### config.mk
export PLATFORM = sky130hd
export DESIGN_NAME = blf_regs
export DESIGN_NICKNAME = d
export VERILOG_FILES = /design/src/logic/blf_pkg.sv /design/src/logic/blf_regs.sv
export SDC_FILE = /design/constraint.sdc
export NUM_CORES = 1
export LEC_CHECK = 0
export BUFFER_PORTS_ARGS = -buffer_cell sky130_fd_sc_hd__buf_2
export CAP_MARGIN = 10
export CORE_UTILIZATION = 55
export DETAILED_ROUTE_END_ITERATION = 8
export PLACE_DENSITY = 0.86
export SYNTH_ARGS = -nofsm -noshare
export SYNTH_HDL_FRONTEND = slang
export SYNTH_SLANG_ARGS = --single-unit
### constraint.sdc
create_clock -name clk_sys -period 3.7 [get_ports clk_sys]
set_input_delay 0.555 -clock clk_sys [delete_from_list [all_inputs] [get_ports clk_sys]]
set_output_delay 0.555 -clock clk_sys [all_outputs]
set_load 0.02 [all_outputs]
### src/logic/blf_pkg.sv
// Package for the backlight fade and level current register bank.
// Assumes one 200 MHz system clock and a byte-wide register port.
package blf_pkg;

  // ==========================================================
  // Register offsets
  localparam logic [7:0] BLF_ADDR_FADE = 8'h04; // Fade-in and fade-out timers
  localparam logic [7:0] BLF_ADDR_DAY_MAX = 8'h05; // Bright ambient full current
  localparam logic [7:0] BLF_ADDR_DAY_DIM = 8'h06; // Bright ambient dimmed current
  localparam logic [7:0] BLF_ADDR_OFF_MAX = 8'h07; // Indoor full current
  localparam logic [7:0] BLF_ADDR_OFF_DIM = 8'h08; // Indoor dimmed current
  localparam logic [7:0] BLF_ADDR_VALUE = 8'h0b; // Present sink code, read only

  // ==========================================================
  // Field layout and reset values
  localparam int BLF_FO_MSB = 7; // Fade-out nibble
  localparam int BLF_FO_LSB = 4;
  localparam int BLF_FI_MSB = 3; // Fade-in nibble
  localparam int BLF_FI_LSB = 0;
  localparam int BLF_CODE_W = 7; // Sink code width
  localparam logic [7:0] BLF_FADE_RST = 8'h00;
  localparam logic [6:0] BLF_CODE_RST = 7'h00;
  localparam logic [3:0] BLF_FADE_OFF = 4'h0; // Fading disabled
  localparam logic [3:0] BLF_FADE_KNEE = 4'ha; // Last code of the 0.3 s steps

  // ==========================================================
  // Ambient level selection codes
  typedef enum logic [1:0] {
    BLF_LVL_DAY = 2'b00,
    BLF_LVL_OFFICE = 2'b01,
    BLF_LVL_DARK = 2'b10
  } blf_level_t;

  // ==========================================================
  // Timing: fade durations counted in tenths of a second
  localparam int BLF_CLK_MHZ = 200; // System clock rate
  localparam int BLF_TENTH_MS = 100; // One fade unit in ms
  localparam int BLF_STEPS = 128; // Sink code steps across full scale
  localparam int BLF_STEP_BASE_CYC = BLF_TENTH_MS * 1000 * BLF_CLK_MHZ / BLF_STEPS;
  localparam logic [5:0] BLF_SMALL_STEP = 6'h03; // 0.3 s per code up to 3.0 s
  localparam logic [5:0] BLF_LARGE_STEP = 6'h05; // 0.5 s per code above
  localparam logic [5:0] BLF_KNEE_TENTHS = 6'h1e; // 3.0 s

  // ==========================================================
  // Host register access carrier
  typedef struct packed {
    logic wr; // Write strobe, one cycle
    logic rd; // Read strobe, one cycle
    logic [7:0] addr; // Register offset
    logic [7:0] wdata; // Write data
  } blf_req_t;

endpackage : blf_pkg

### src/logic/blf_regs.sv
// Backlight fade timers, level current registers and the sink code ramp.
// Assumes the serial host interface delivers decoded byte strobes on clk_sys.
//
// Behaviour
// - Fade-out time lives in upper fade nibble
// - Fade-in time lives in lower fade nibble
// - Daylight full current code at 0x05
// - Daylight dimmed current code at 0x06
// - Office full current code at 0x07
// - Office dimmed current code at 0x08
// - Level select picks daylight, office or dark
// - Present sink code readable, tracks fades
module blf_regs
  import blf_pkg::*;
#(
  parameter int STEP_BASE_CYC = BLF_STEP_BASE_CYC
) (
  input wire logic clk_sys,
  input wire logic rst_n,
  input wire blf_req_t host_req,
  output logic [7:0] host_rdata,
  input wire logic backlight_on,
  input wire logic [1:0] ambient_level_select,
  input wire logic dim_request,
  input wire logic [6:0] dark_full_code,
  input wire logic [6:0] dark_dim_code,
  output logic [6:0] present_sink_code,
  output logic fade_active
);

  // ==========================================================
  // Reset release
  logic rst_q1; // First synchroniser stage
  logic rst_s_n; // Released reset used by the block

  // Two stages so release is clean against clk_sys
  always_ff @(posedge clk_sys or negedge rst_n) begin
    if (!rst_n) begin
      rst_q1 <= 1'b0;
      rst_s_n <= 1'b0;
    end else begin
      rst_q1 <= 1'b1;
      rst_s_n <= rst_q1;
    end
  end

  // ==========================================================
  // Helpers
  // Fade code to duration in tenths of a second
  function automatic logic [5:0] fade_tenths(input logic [3:0] code);
    logic [5:0] c;
    c = {2'b00, code};
    if (code <= BLF_FADE_KNEE) begin
      fade_tenths = 6'(c * BLF_SMALL_STEP);
    end else begin
      fade_tenths = 6'(BLF_KNEE_TENTHS + (c - 6'(BLF_FADE_KNEE)) * BLF_LARGE_STEP);
    end
  endfunction : fade_tenths

  // ==========================================================
  // Register storage
  logic [7:0] fade_timers; // Fade-out high, fade-in low
  logic [6:0] day_max; // Daylight full code
  logic [6:0] day_dim; // Daylight dimmed code
  logic [6:0] off_max; // Office full code
  logic [6:0] off_dim; // Office dimmed code

  // Write decode
  wire wr_fade = host_req.wr && (host_req.addr == BLF_ADDR_FADE);
  wire wr_dmax = host_req.wr && (host_req.addr == BLF_ADDR_DAY_MAX);
  wire wr_ddim = host_req.wr && (host_req.addr == BLF_ADDR_DAY_DIM);
  wire wr_omax = host_req.wr && (host_req.addr == BLF_ADDR_OFF_MAX);
  wire wr_odim = host_req.wr && (host_req.addr == BLF_ADDR_OFF_DIM);
  wire [6:0] wr_code = host_req.wdata[BLF_CODE_W-1:0]; // Bit 7 dropped

  // Store writes; only the low seven bits of current codes are kept
  always_ff @(posedge clk_sys or negedge rst_s_n) begin
    if (!rst_s_n) begin
      fade_timers <= BLF_FADE_RST;
      day_max <= BLF_CODE_RST;
      day_dim <= BLF_CODE_RST;
      off_max <= BLF_CODE_RST;
      off_dim <= BLF_CODE_RST;
    end else begin
      if (wr_fade) fade_timers <= host_req.wdata;
      if (wr_dmax) day_max <= wr_code;
      if (wr_ddim) day_dim <= wr_code;
      if (wr_omax) off_max <= wr_code;
      if (wr_odim) off_dim <= wr_code;
    end
  end

  // ==========================================================
  // Read path, unused bits and unmapped offsets read zero
  logic [7:0] next_rdata;
  always_comb begin
    next_rdata = host_rdata;
    if (host_req.rd) begin
      unique case (host_req.addr)
        BLF_ADDR_FADE: next_rdata = fade_timers;
        BLF_ADDR_DAY_MAX: next_rdata = {1'b0, day_max};
        BLF_ADDR_DAY_DIM: next_rdata = {1'b0, day_dim};
        BLF_ADDR_OFF_MAX: next_rdata = {1'b0, off_max};
        BLF_ADDR_OFF_DIM: next_rdata = {1'b0, off_dim};
        BLF_ADDR_VALUE: next_rdata = {1'b0, present_sink_code};
        default: next_rdata = 8'h00;
      endcase
    end
  end

  // Read data register, holds until the next read
  always_ff @(posedge clk_sys or negedge rst_s_n) begin
    if (!rst_s_n) host_rdata <= 8'h00;
    else host_rdata <= next_rdata;
  end

  // ==========================================================
  // Target selection by ambient level and dim request
  wire [6:0] max_sel = (ambient_level_select == BLF_LVL_DAY) ? day_max :
                       (ambient_level_select == BLF_LVL_OFFICE) ? off_max :
                       dark_full_code;
  wire [6:0] dim_sel = (ambient_level_select == BLF_LVL_DAY) ? day_dim :
                       (ambient_level_select == BLF_LVL_OFFICE) ? off_dim :
                       dark_dim_code;
  wire [6:0] target = !backlight_on ? BLF_CODE_RST : (dim_request ? dim_sel : max_sel);

  // ==========================================================
  // Ramp engine; fade-in when rising, fade-out when falling
  wire rising = target > present_sink_code;
  wire [3:0] fade_code = rising ? fade_timers[BLF_FI_MSB:BLF_FI_LSB] :
                                  fade_timers[BLF_FO_MSB:BLF_FO_LSB];
  wire [29:0] step_period = 30'(fade_tenths(fade_code) * STEP_BASE_CYC);
  wire at_target = (target == present_sink_code);
  logic [29:0] step_cnt; // Cycles since the last code step
  wire step_due = (step_cnt >= step_period - 30'h1);

  // Step counter runs only while a fade is under way
  always_ff @(posedge clk_sys or negedge rst_s_n) begin
    if (!rst_s_n) step_cnt <= 30'h0;
    else if (at_target || step_due || fade_code == BLF_FADE_OFF) step_cnt <= 30'h0;
    else step_cnt <= step_cnt + 30'h1;
  end

  // Present code: jump when fading is off, one code per period otherwise
  always_ff @(posedge clk_sys or negedge rst_s_n) begin
    if (!rst_s_n) begin
      present_sink_code <= BLF_CODE_RST;
      fade_active <= 1'b0;
    end else begin
      fade_active <= !at_target && (fade_code != BLF_FADE_OFF);
      if (at_target) begin
        present_sink_code <= present_sink_code;
      end else if (fade_code == BLF_FADE_OFF) begin
        present_sink_code <= target;
      end else if (step_due) begin
        present_sink_code <= rising ? present_sink_code + 7'h01 :
                                      present_sink_code - 7'h01;
      end
    end
  end

  // ==========================================================
  // Assertions
  property p_fade_store;
    @(posedge clk_sys) disable iff (!rst_s_n)
      wr_fade |=> fade_timers == $past(host_req.wdata);
  endproperty
  a_fade_store: assert property (p_fade_store) else $error("fade timers not stored");

  property p_fade_readback;
    @(posedge clk_sys) disable iff (!rst_s_n)
      (host_req.rd && host_req.addr == BLF_ADDR_FADE) |=> host_rdata == $past(fade_timers);
  endproperty
  a_fade_readback: assert property (p_fade_readback) else $error("fade readback wrong");

  property p_day_max;
    @(posedge clk_sys) disable iff (!rst_s_n)
      wr_dmax |=> day_max == $past(host_req.wdata[6:0]);
  endproperty
  a_day_max: assert property (p_day_max) else $error("daylight full code wrong");

  property p_day_dim;
    @(posedge clk_sys) disable iff (!rst_s_n)
      wr_ddim |=> day_dim == $past(host_req.wdata[6:0]);
  endproperty
  a_day_dim: assert property (p_day_dim) else $error("daylight dim code wrong");

  property p_off_max;
    @(posedge clk_sys) disable iff (!rst_s_n)
      (host_req.rd && host_req.addr == BLF_ADDR_OFF_MAX) |=> host_rdata == {1'b0, $past(off_max)};
  endproperty
  a_off_max: assert property (p_off_max) else $error("office full readback wrong");

  property p_off_dim;
    @(posedge clk_sys) disable iff (!rst_s_n)
      wr_odim |=> off_dim == $past(host_req.wdata[6:0]);
  endproperty
  a_off_dim: assert property (p_off_dim) else $error("office dim code wrong");

  property p_level_office;
    @(posedge clk_sys) disable iff (!rst_s_n)
      (backlight_on && ambient_level_select == BLF_LVL_OFFICE)
        |-> target == (dim_request ? off_dim : off_max);
  endproperty
  a_level_office: assert property (p_level_office) else $error("office target wrong");

  property p_value_read;
    @(posedge clk_sys) disable iff (!rst_s_n)
      (host_req.rd && host_req.addr == BLF_ADDR_VALUE) |=> host_rdata == {1'b0, $past(present_sink_code)};
  endproperty
  a_value_read: assert property (p_value_read) else $error("present code readback wrong");

  property p_jump;
    @(posedge clk_sys) disable iff (!rst_s_n)
      (!at_target && fade_code == BLF_FADE_OFF) |=> present_sink_code == $past(target);
  endproperty
  a_jump: assert property (p_jump) else $error("no direct step with fading off");

  property p_ramp_step;
    @(posedge clk_sys) disable iff (!rst_s_n)
      (fade_code != BLF_FADE_OFF && !at_target && !step_due) |=> $stable(present_sink_code);
  endproperty
  a_ramp_step: assert property (p_ramp_step) else $error("code moved between steps");

endmodule : blf_regs

**After elaboration in Yosys (flattened, before gate mapping)**

Cells that the tools add are included.

- Bitwise logic cells: 1
- $mul: 3
- Add/sub/neg operators: 6
- Reduce and logical (&&, ||, !) cells: 14
- $lt $le $gt $ge: 3
- Multiplexer cells: 13
- Eq/ne operators: 8

Operators with widths:

| kind | count |
|---|---|
| 2-to-1 mux 7 bit | 9 |
| one-hot mux 8 bit (6 select lines) | 1 |
| equality test 8 x 3 -> 1 bit, second input constant | 4 |
| adder 30 x 1 -> 30 bit, second input constant | 1 |
| greater-or-equal comparator 30 bit | 1 |
| 2-to-1 mux 30 bit | 1 |
| subtractor 24 x 1 -> 25 bit, second input constant | 1 |
| multiplier 6 x 17 -> 23 bit, second input constant | 1 |
| equality test 8 x 4 -> 1 bit, second input constant | 2 |
| adder 7 x 1 -> 7 bit, second input constant | 1 |
| equality test 7 bit | 1 |
| greater-than comparator 7 bit | 1 |
| subtractor 7 x 1 -> 7 bit, second input constant | 1 |
| adder 5 x 6 -> 6 bit, first input constant | 1 |
| logical AND 1 bit | 6 |
| multiplier 4 x 2 -> 6 bit, second input constant | 1 |
| multiplier 6 x 3 -> 6 bit, second input constant | 1 |
| 2-to-1 mux 6 bit | 1 |
| subtractor 4 x 4 -> 5 bit, second input constant | 1 |
| less-or-equal comparator 4 bit, second input constant | 1 |
| zero test 4 bit | 1 |
| 2-to-1 mux 4 bit | 1 |
| nonzero test 4 bit | 1 |
| equality test 2 x 1 -> 1 bit, second input constant | 1 |
| 6 further kinds | 7 |

- Logic and storage cells: 59
- Register bits: 84

**Depth between registers and ports, before layout**

- Depth in word-level cells: 17
- Depth in mapped cells: 51

**Worst setup path after synthesis**

Ideal clock, no wire load.

- Path type: input to register
- Start: in ambient_level_select[0]
- End: reg present_sink_code[6]
- Data required time: 3.579 ns
- Setup time: 0.121 ns
- Stages: 45
- Arrival time: 10.955 ns
- Path slack: -7.376 ns
- Buffers on the path: 3
- Path through: clkbuf_1 -> mux2_2 -> mux4_2 -> and2_1 -> ha_1 -> a21oi_1 -> nor2_1 -> a211oi_1 -> a21o_1 -> buf_6 -> mux2_2 -> inv_1 -> ha_1 -> inv_1 -> ha_1 -> inv_1 -> fa_1 -> inv_1 -> [... 9 more ...] -> fa_1 -> fa_1 -> or2b_1 -> or3_4 -> mux2i_4 -> o221a_4 -> o2111ai_4 -> a2111oi_4 -> o2111ai_2 -> xor2_1 -> ha_1 -> nand4_1 -> nor4_1 -> a21oi_1 -> o31ai_1 -> nand2_1 -> clkbuf_1 -> o22a_1

- Cells in the longest elaborated chain, start to end: 16

Ends and longest elaborated chain:

| item | line | text |
|---|---|---|
| from (decl) | blf_regs.sv:23 | `input wire logic [1:0] ambient_level_select,` |
| equality test 2 x 1 -> 1 bit | blf_regs.sv:120, blf_regs.sv:123 |  |
| 2-to-1 mux 7 bit, on equally long branches | blf_regs.sv:120, blf_regs.sv:123 |  |
| 2-to-1 mux 7 bit, on equally long branches | blf_regs.sv:119, blf_regs.sv:122 |  |
| 2-to-1 mux 7 bit (*) (2 in a row) | blf_regs.sv:125 | `wire [6:0] target = !backlight_on ? BLF_CODE_RST : (dim_request ? dim_sel : max_sel);` |
| greater-than comparator 7 bit | blf_regs.sv:129 | `wire rising = target > present_sink_code;` |
| 2-to-1 mux 4 bit | blf_regs.sv:130 | `wire [3:0] fade_code = rising ? fade_timers[BLF_FI_MSB:BLF_FI_LSB] :` |
| subtractor 4 x 4 -> 5 bit | blf_regs.sv:56 | `fade_tenths = 6'(BLF_KNEE_TENTHS + (c - 6'(BLF_FADE_KNEE)) * BLF_LARGE_STEP);` |
| multiplier 6 x 3 -> 6 bit | blf_regs.sv:56 |  |
| adder 5 x 6 -> 6 bit | blf_regs.sv:56 |  |
| 2-to-1 mux 6 bit | blf_regs.sv:53 | `if (code <= BLF_FADE_KNEE) begin` |
| multiplier 6 x 17 -> 23 bit | blf_regs.sv:132 | `wire [29:0] step_period = 30'(fade_tenths(fade_code) * STEP_BASE_CYC);` |
| subtractor 24 x 1 -> 25 bit | blf_regs.sv:135 | `wire step_due = (step_cnt >= step_period - 30'h1);` |
| greater-or-equal comparator 30 bit | blf_regs.sv:135 |  |
| nonzero test 2 bit (no line) | -- |  |
| AND reduction 2 bit (no line) | -- |  |
| to (signal assigned) | blf_regs.sv:152 | `present_sink_code <= present_sink_code;` |
| to (signal assigned) | blf_regs.sv:154 | `present_sink_code <= target;` |
| to (signal assigned) | blf_regs.sv:156 | `present_sink_code <= rising ? present_sink_code + 7'h01 :` |
| to (decl) | blf_regs.sv:27 | `output logic [6:0] present_sink_code,` |

Every way passes the cells marked *; elsewhere a longest branch is shown, timed or not. The select of a mux whose other input is x is not followed.
A chain may end at the register's enable or synchronous reset.

**Final worst setup path**

- Start: in ambient_level_select[0]
- End: reg present_sink_code[0]

The elaborated chain is that of the path after synthesis.

==> results.toml <==
[floorplan]
die_w_um = 121
ios = 54
dieArea_um2 = 14600
rows = 43
coreArea_um2 = 13800
start_util = 0.563
die_h_um = 121

[global_routing]
antenna_found_initial = 0
grt_usage = 0.354
grt_pass1_wl_mm = 39.8
grt_start_max_net_pins = 83
grt_pass1_vias = 7984
grt.overflow.total = 0

[status]
status = "complete, but fails checks"
violations = "setup timing"

[clocking]
cts_buffer_depth = 2
clock_sinks = 84
numCtsBuffers = 9
root_buffer = "clkbuf_16"
h-tree-depth = 3
clk_pin_slew_ps = 70
cts_tree = "done"
clock_latency_ps = 350

[drt]
wl_mm = 27.1
ant_nets = 0
drt-vias-per-instance = 6.36
num_vias = 7832
dr.pass1.iters = 5
post_drt_wl_per_cell_um = 22.0
drt-initial-drc-count = 623
post-route-drc-count = 0

[min_path]
min_from = "rst_q1"
holdPathStages = 0
hold_path.class = "flip-flop to flip-flop"

[final_layout]
syn2layout_area_growth_pct = 36.9
drive_gt1_frac = 0.428
num-nets-final = 1198
seq_area_um2 = 2110
num_antenna_cells = 0
multiInputGateArea_um2 = 5920
fin_area_um2 = 10700
fill_cells = 765

[yosys]
synthMuxAreaShare = 0.111
synth-edff-count = 0
synth-compound-area-share = 0.150
syn_avg_cell_area_um2 = 9.75
async_flop_share = 1.00
ys_seq_area_frac = 0.270
synth_top_family_by_area = "adder cells"
synth-adder-area-share = 0.197
netlist_instances = 798
ys_warn_count = 0
syn-num-nets = 950
synth_seq_cells = 84
synthesis.area_um2 = 7780
yosysUniqueCellTypes = 80
synth-simple-area-share = 0.155
synthFlopType = "dfrtp_1"
synth_xor_xnor_area_share = 0.0764

[power]
p_leak_nw = 5.41
power.density_nw_per_um2 = 627
vdd_drop_max_v = 0.000530

[sta]
final.setup.worst_slack_ps = -7200
slew_headroom = 0.270
setup_violations = 38
hold_violations = 0
max_freq_mhz = 91.7
setup_tns_ps = -264330
rsz0062_at_grt = "yes"
maxSlewViolCount = 0
skew_ps = 12.3
fin_crit_ps = 10900
fin_crit_sh = 2.95
worstMarginPinSlew_ps = 1090

[worst_setup_path]
critPathLaunchType = "input pin"
critPathKind = "input pin to flip-flop"
slowest_delay_ps = 530
worst_setup_path_end_kind = "flip-flop"
crit_start = "ambient_level_select[0]"
crit_fanout = 8
critPathSlowestCell = "fa_1"
timing.rr.start = "day_dim[1]"
cp.required_ps = 3930
reg2regPathDepth = 46
crit_top_cell = "ha_4"
crit_arrival_ps = 11130

[placement]
gp_congestion = 0.922
port_buffers = 53
dpl.hpwl_mm = 16.9
dpl_worst_slack_ps = -7360
place_area_um2 = 9630

[run]
cap_violations = 0
[cell usage after synthesis, drive strengths merged, types with 7 or more instances]
cell type	n	area [um2]
nand2	53	199
ha	100	1250
nor3	12	65.1
a41oi	7	61.3
mux4	7	158
and2	10	65.1
nand4	12	90.1
fa	14	280
nand3	23	115
a21oi	27	146
clkbuf	12	46.3
a211oi	8	72.6
a22oi	22	165
inv	55	206
buf	7	57.6
mux2	51	574
o21a	10	75.1
mux2i	12	133
a21o	29	224
nor2	81	312
and3	9	57.6
xor2	25	219
o21ai	18	101
xnor2	42	375
dfrtp	84	2100
[cells by family after synthesis]
kind of cell,count (synthesis)
and+or+nand+nor,237
buffers and inverters,74
xor gates and xnor gates,67
other,1
adders and majority gates,114
muxes,70
DFF,84
AOI/OAI and AO/OA,151
[layer usage]
metal,wire (um),share of wire,global-route usage
met1,9660,0.36,0.386
met2,13300,0.49,0.624
met3,2000,0.074,0.0592
met4,2160,0.080,0.252
met5,0,0,0
[path summary, 6_finish.rpt]
path	slack [ps]	end
max	-7200	present_sink_code[0]
min	360	rst_s_n
max reg2reg	-7130	present_sink_code[0]
min reg2reg	360	rst_s_n
max in group asynchronous	2450	step_cnt[26]
min in group asynchronous	510	rst_s_n
[where the power goes]
| part | internal (mW) | total [mW] | leakage [nW] | switching [mW] |
|---|---|---|---|---|
| combinational | 2.26 | 4.73 | 4.12 | 2.47 |
| clock | 0.473 | 0.896 | 0.145 | 0.422 |
| sequential | 0.982 | 1.05 | 1.14 | 0.0708 |
| total | 3.72 | 6.68 | 5.41 | 2.96 |
[worst max-delay path: cells and delay by family]
kind	cells	cell delay [ps]
compound gates	14	2820
fa+ha+maj	10	3070
buf+inv	11	1110
mux	4	1400
simple gates	9	2150
[placed cells by master (no fill, tap or decap), drive strengths merged, types with 5 or more instances in the layout]
master,netlist,layout
nor2b,6,6
ha,100,100
a211oi,8,8
a21oi,27,27
nand4,12,12
a22oi,22,22
or2,6,6
clkbuf,12,9
buf,7,255
mux2,51,51
mux2i,12,12
fa,14,14
xor2,25,25
dfrtp,84,84
a41oi,7,7
nor3,12,12
nand2,53,53
nand3,23,23
and2,10,10
nor2,81,81
inv,55,61
o21a,10,10
a21o,29,29
xnor2,42,42
o21ai,18,18
and3,9,9
nor4,5,5
mux4,7,7
[through the flow]
step                      total power, mW   util  hold slack [ps]  cells
after floorplan                      3.42      -              259    798
after global placement               4.57  0.696              338   1189
after detailed placement             4.76  0.696              337   1189
after CTS                            5.95  0.739              362   1218
after global routing                 7.04  0.770              375   1231
final                                6.68  0.770              359   1231
[final cells by class]
type,instances,share of cell area
clock buffers,9,0.0211
clock inverters,7,0.00587
inverters,55,0.0196
multi-input cells,640,0.556
flip-flops and latches,84,0.198
well taps,180,0.0211
repair buffers,256,0.179
[what timing repair did]
item / CTS / global route
gates cloned: 2 / 0
pin swaps: 24 / 43
setup endpoints to repair: 37 / 38
setup buffers: 10 / 13
hold buffers: 1 / 0
resized for setup: 43 / 70
hold endpoints to repair: 2 / 0
[state kept, by name, indices dropped and copies added (netlist names)]
register,cells
day_dim,7
host_rdata,8
off_max,7
rst_s_n,1
day_max,7
rst_q1,1
fade_timers,8
off_dim,7
step_cnt,30
fade_active,1
present_sink_code,7
No activity file was read; power rests on OpenSTA's default activity.
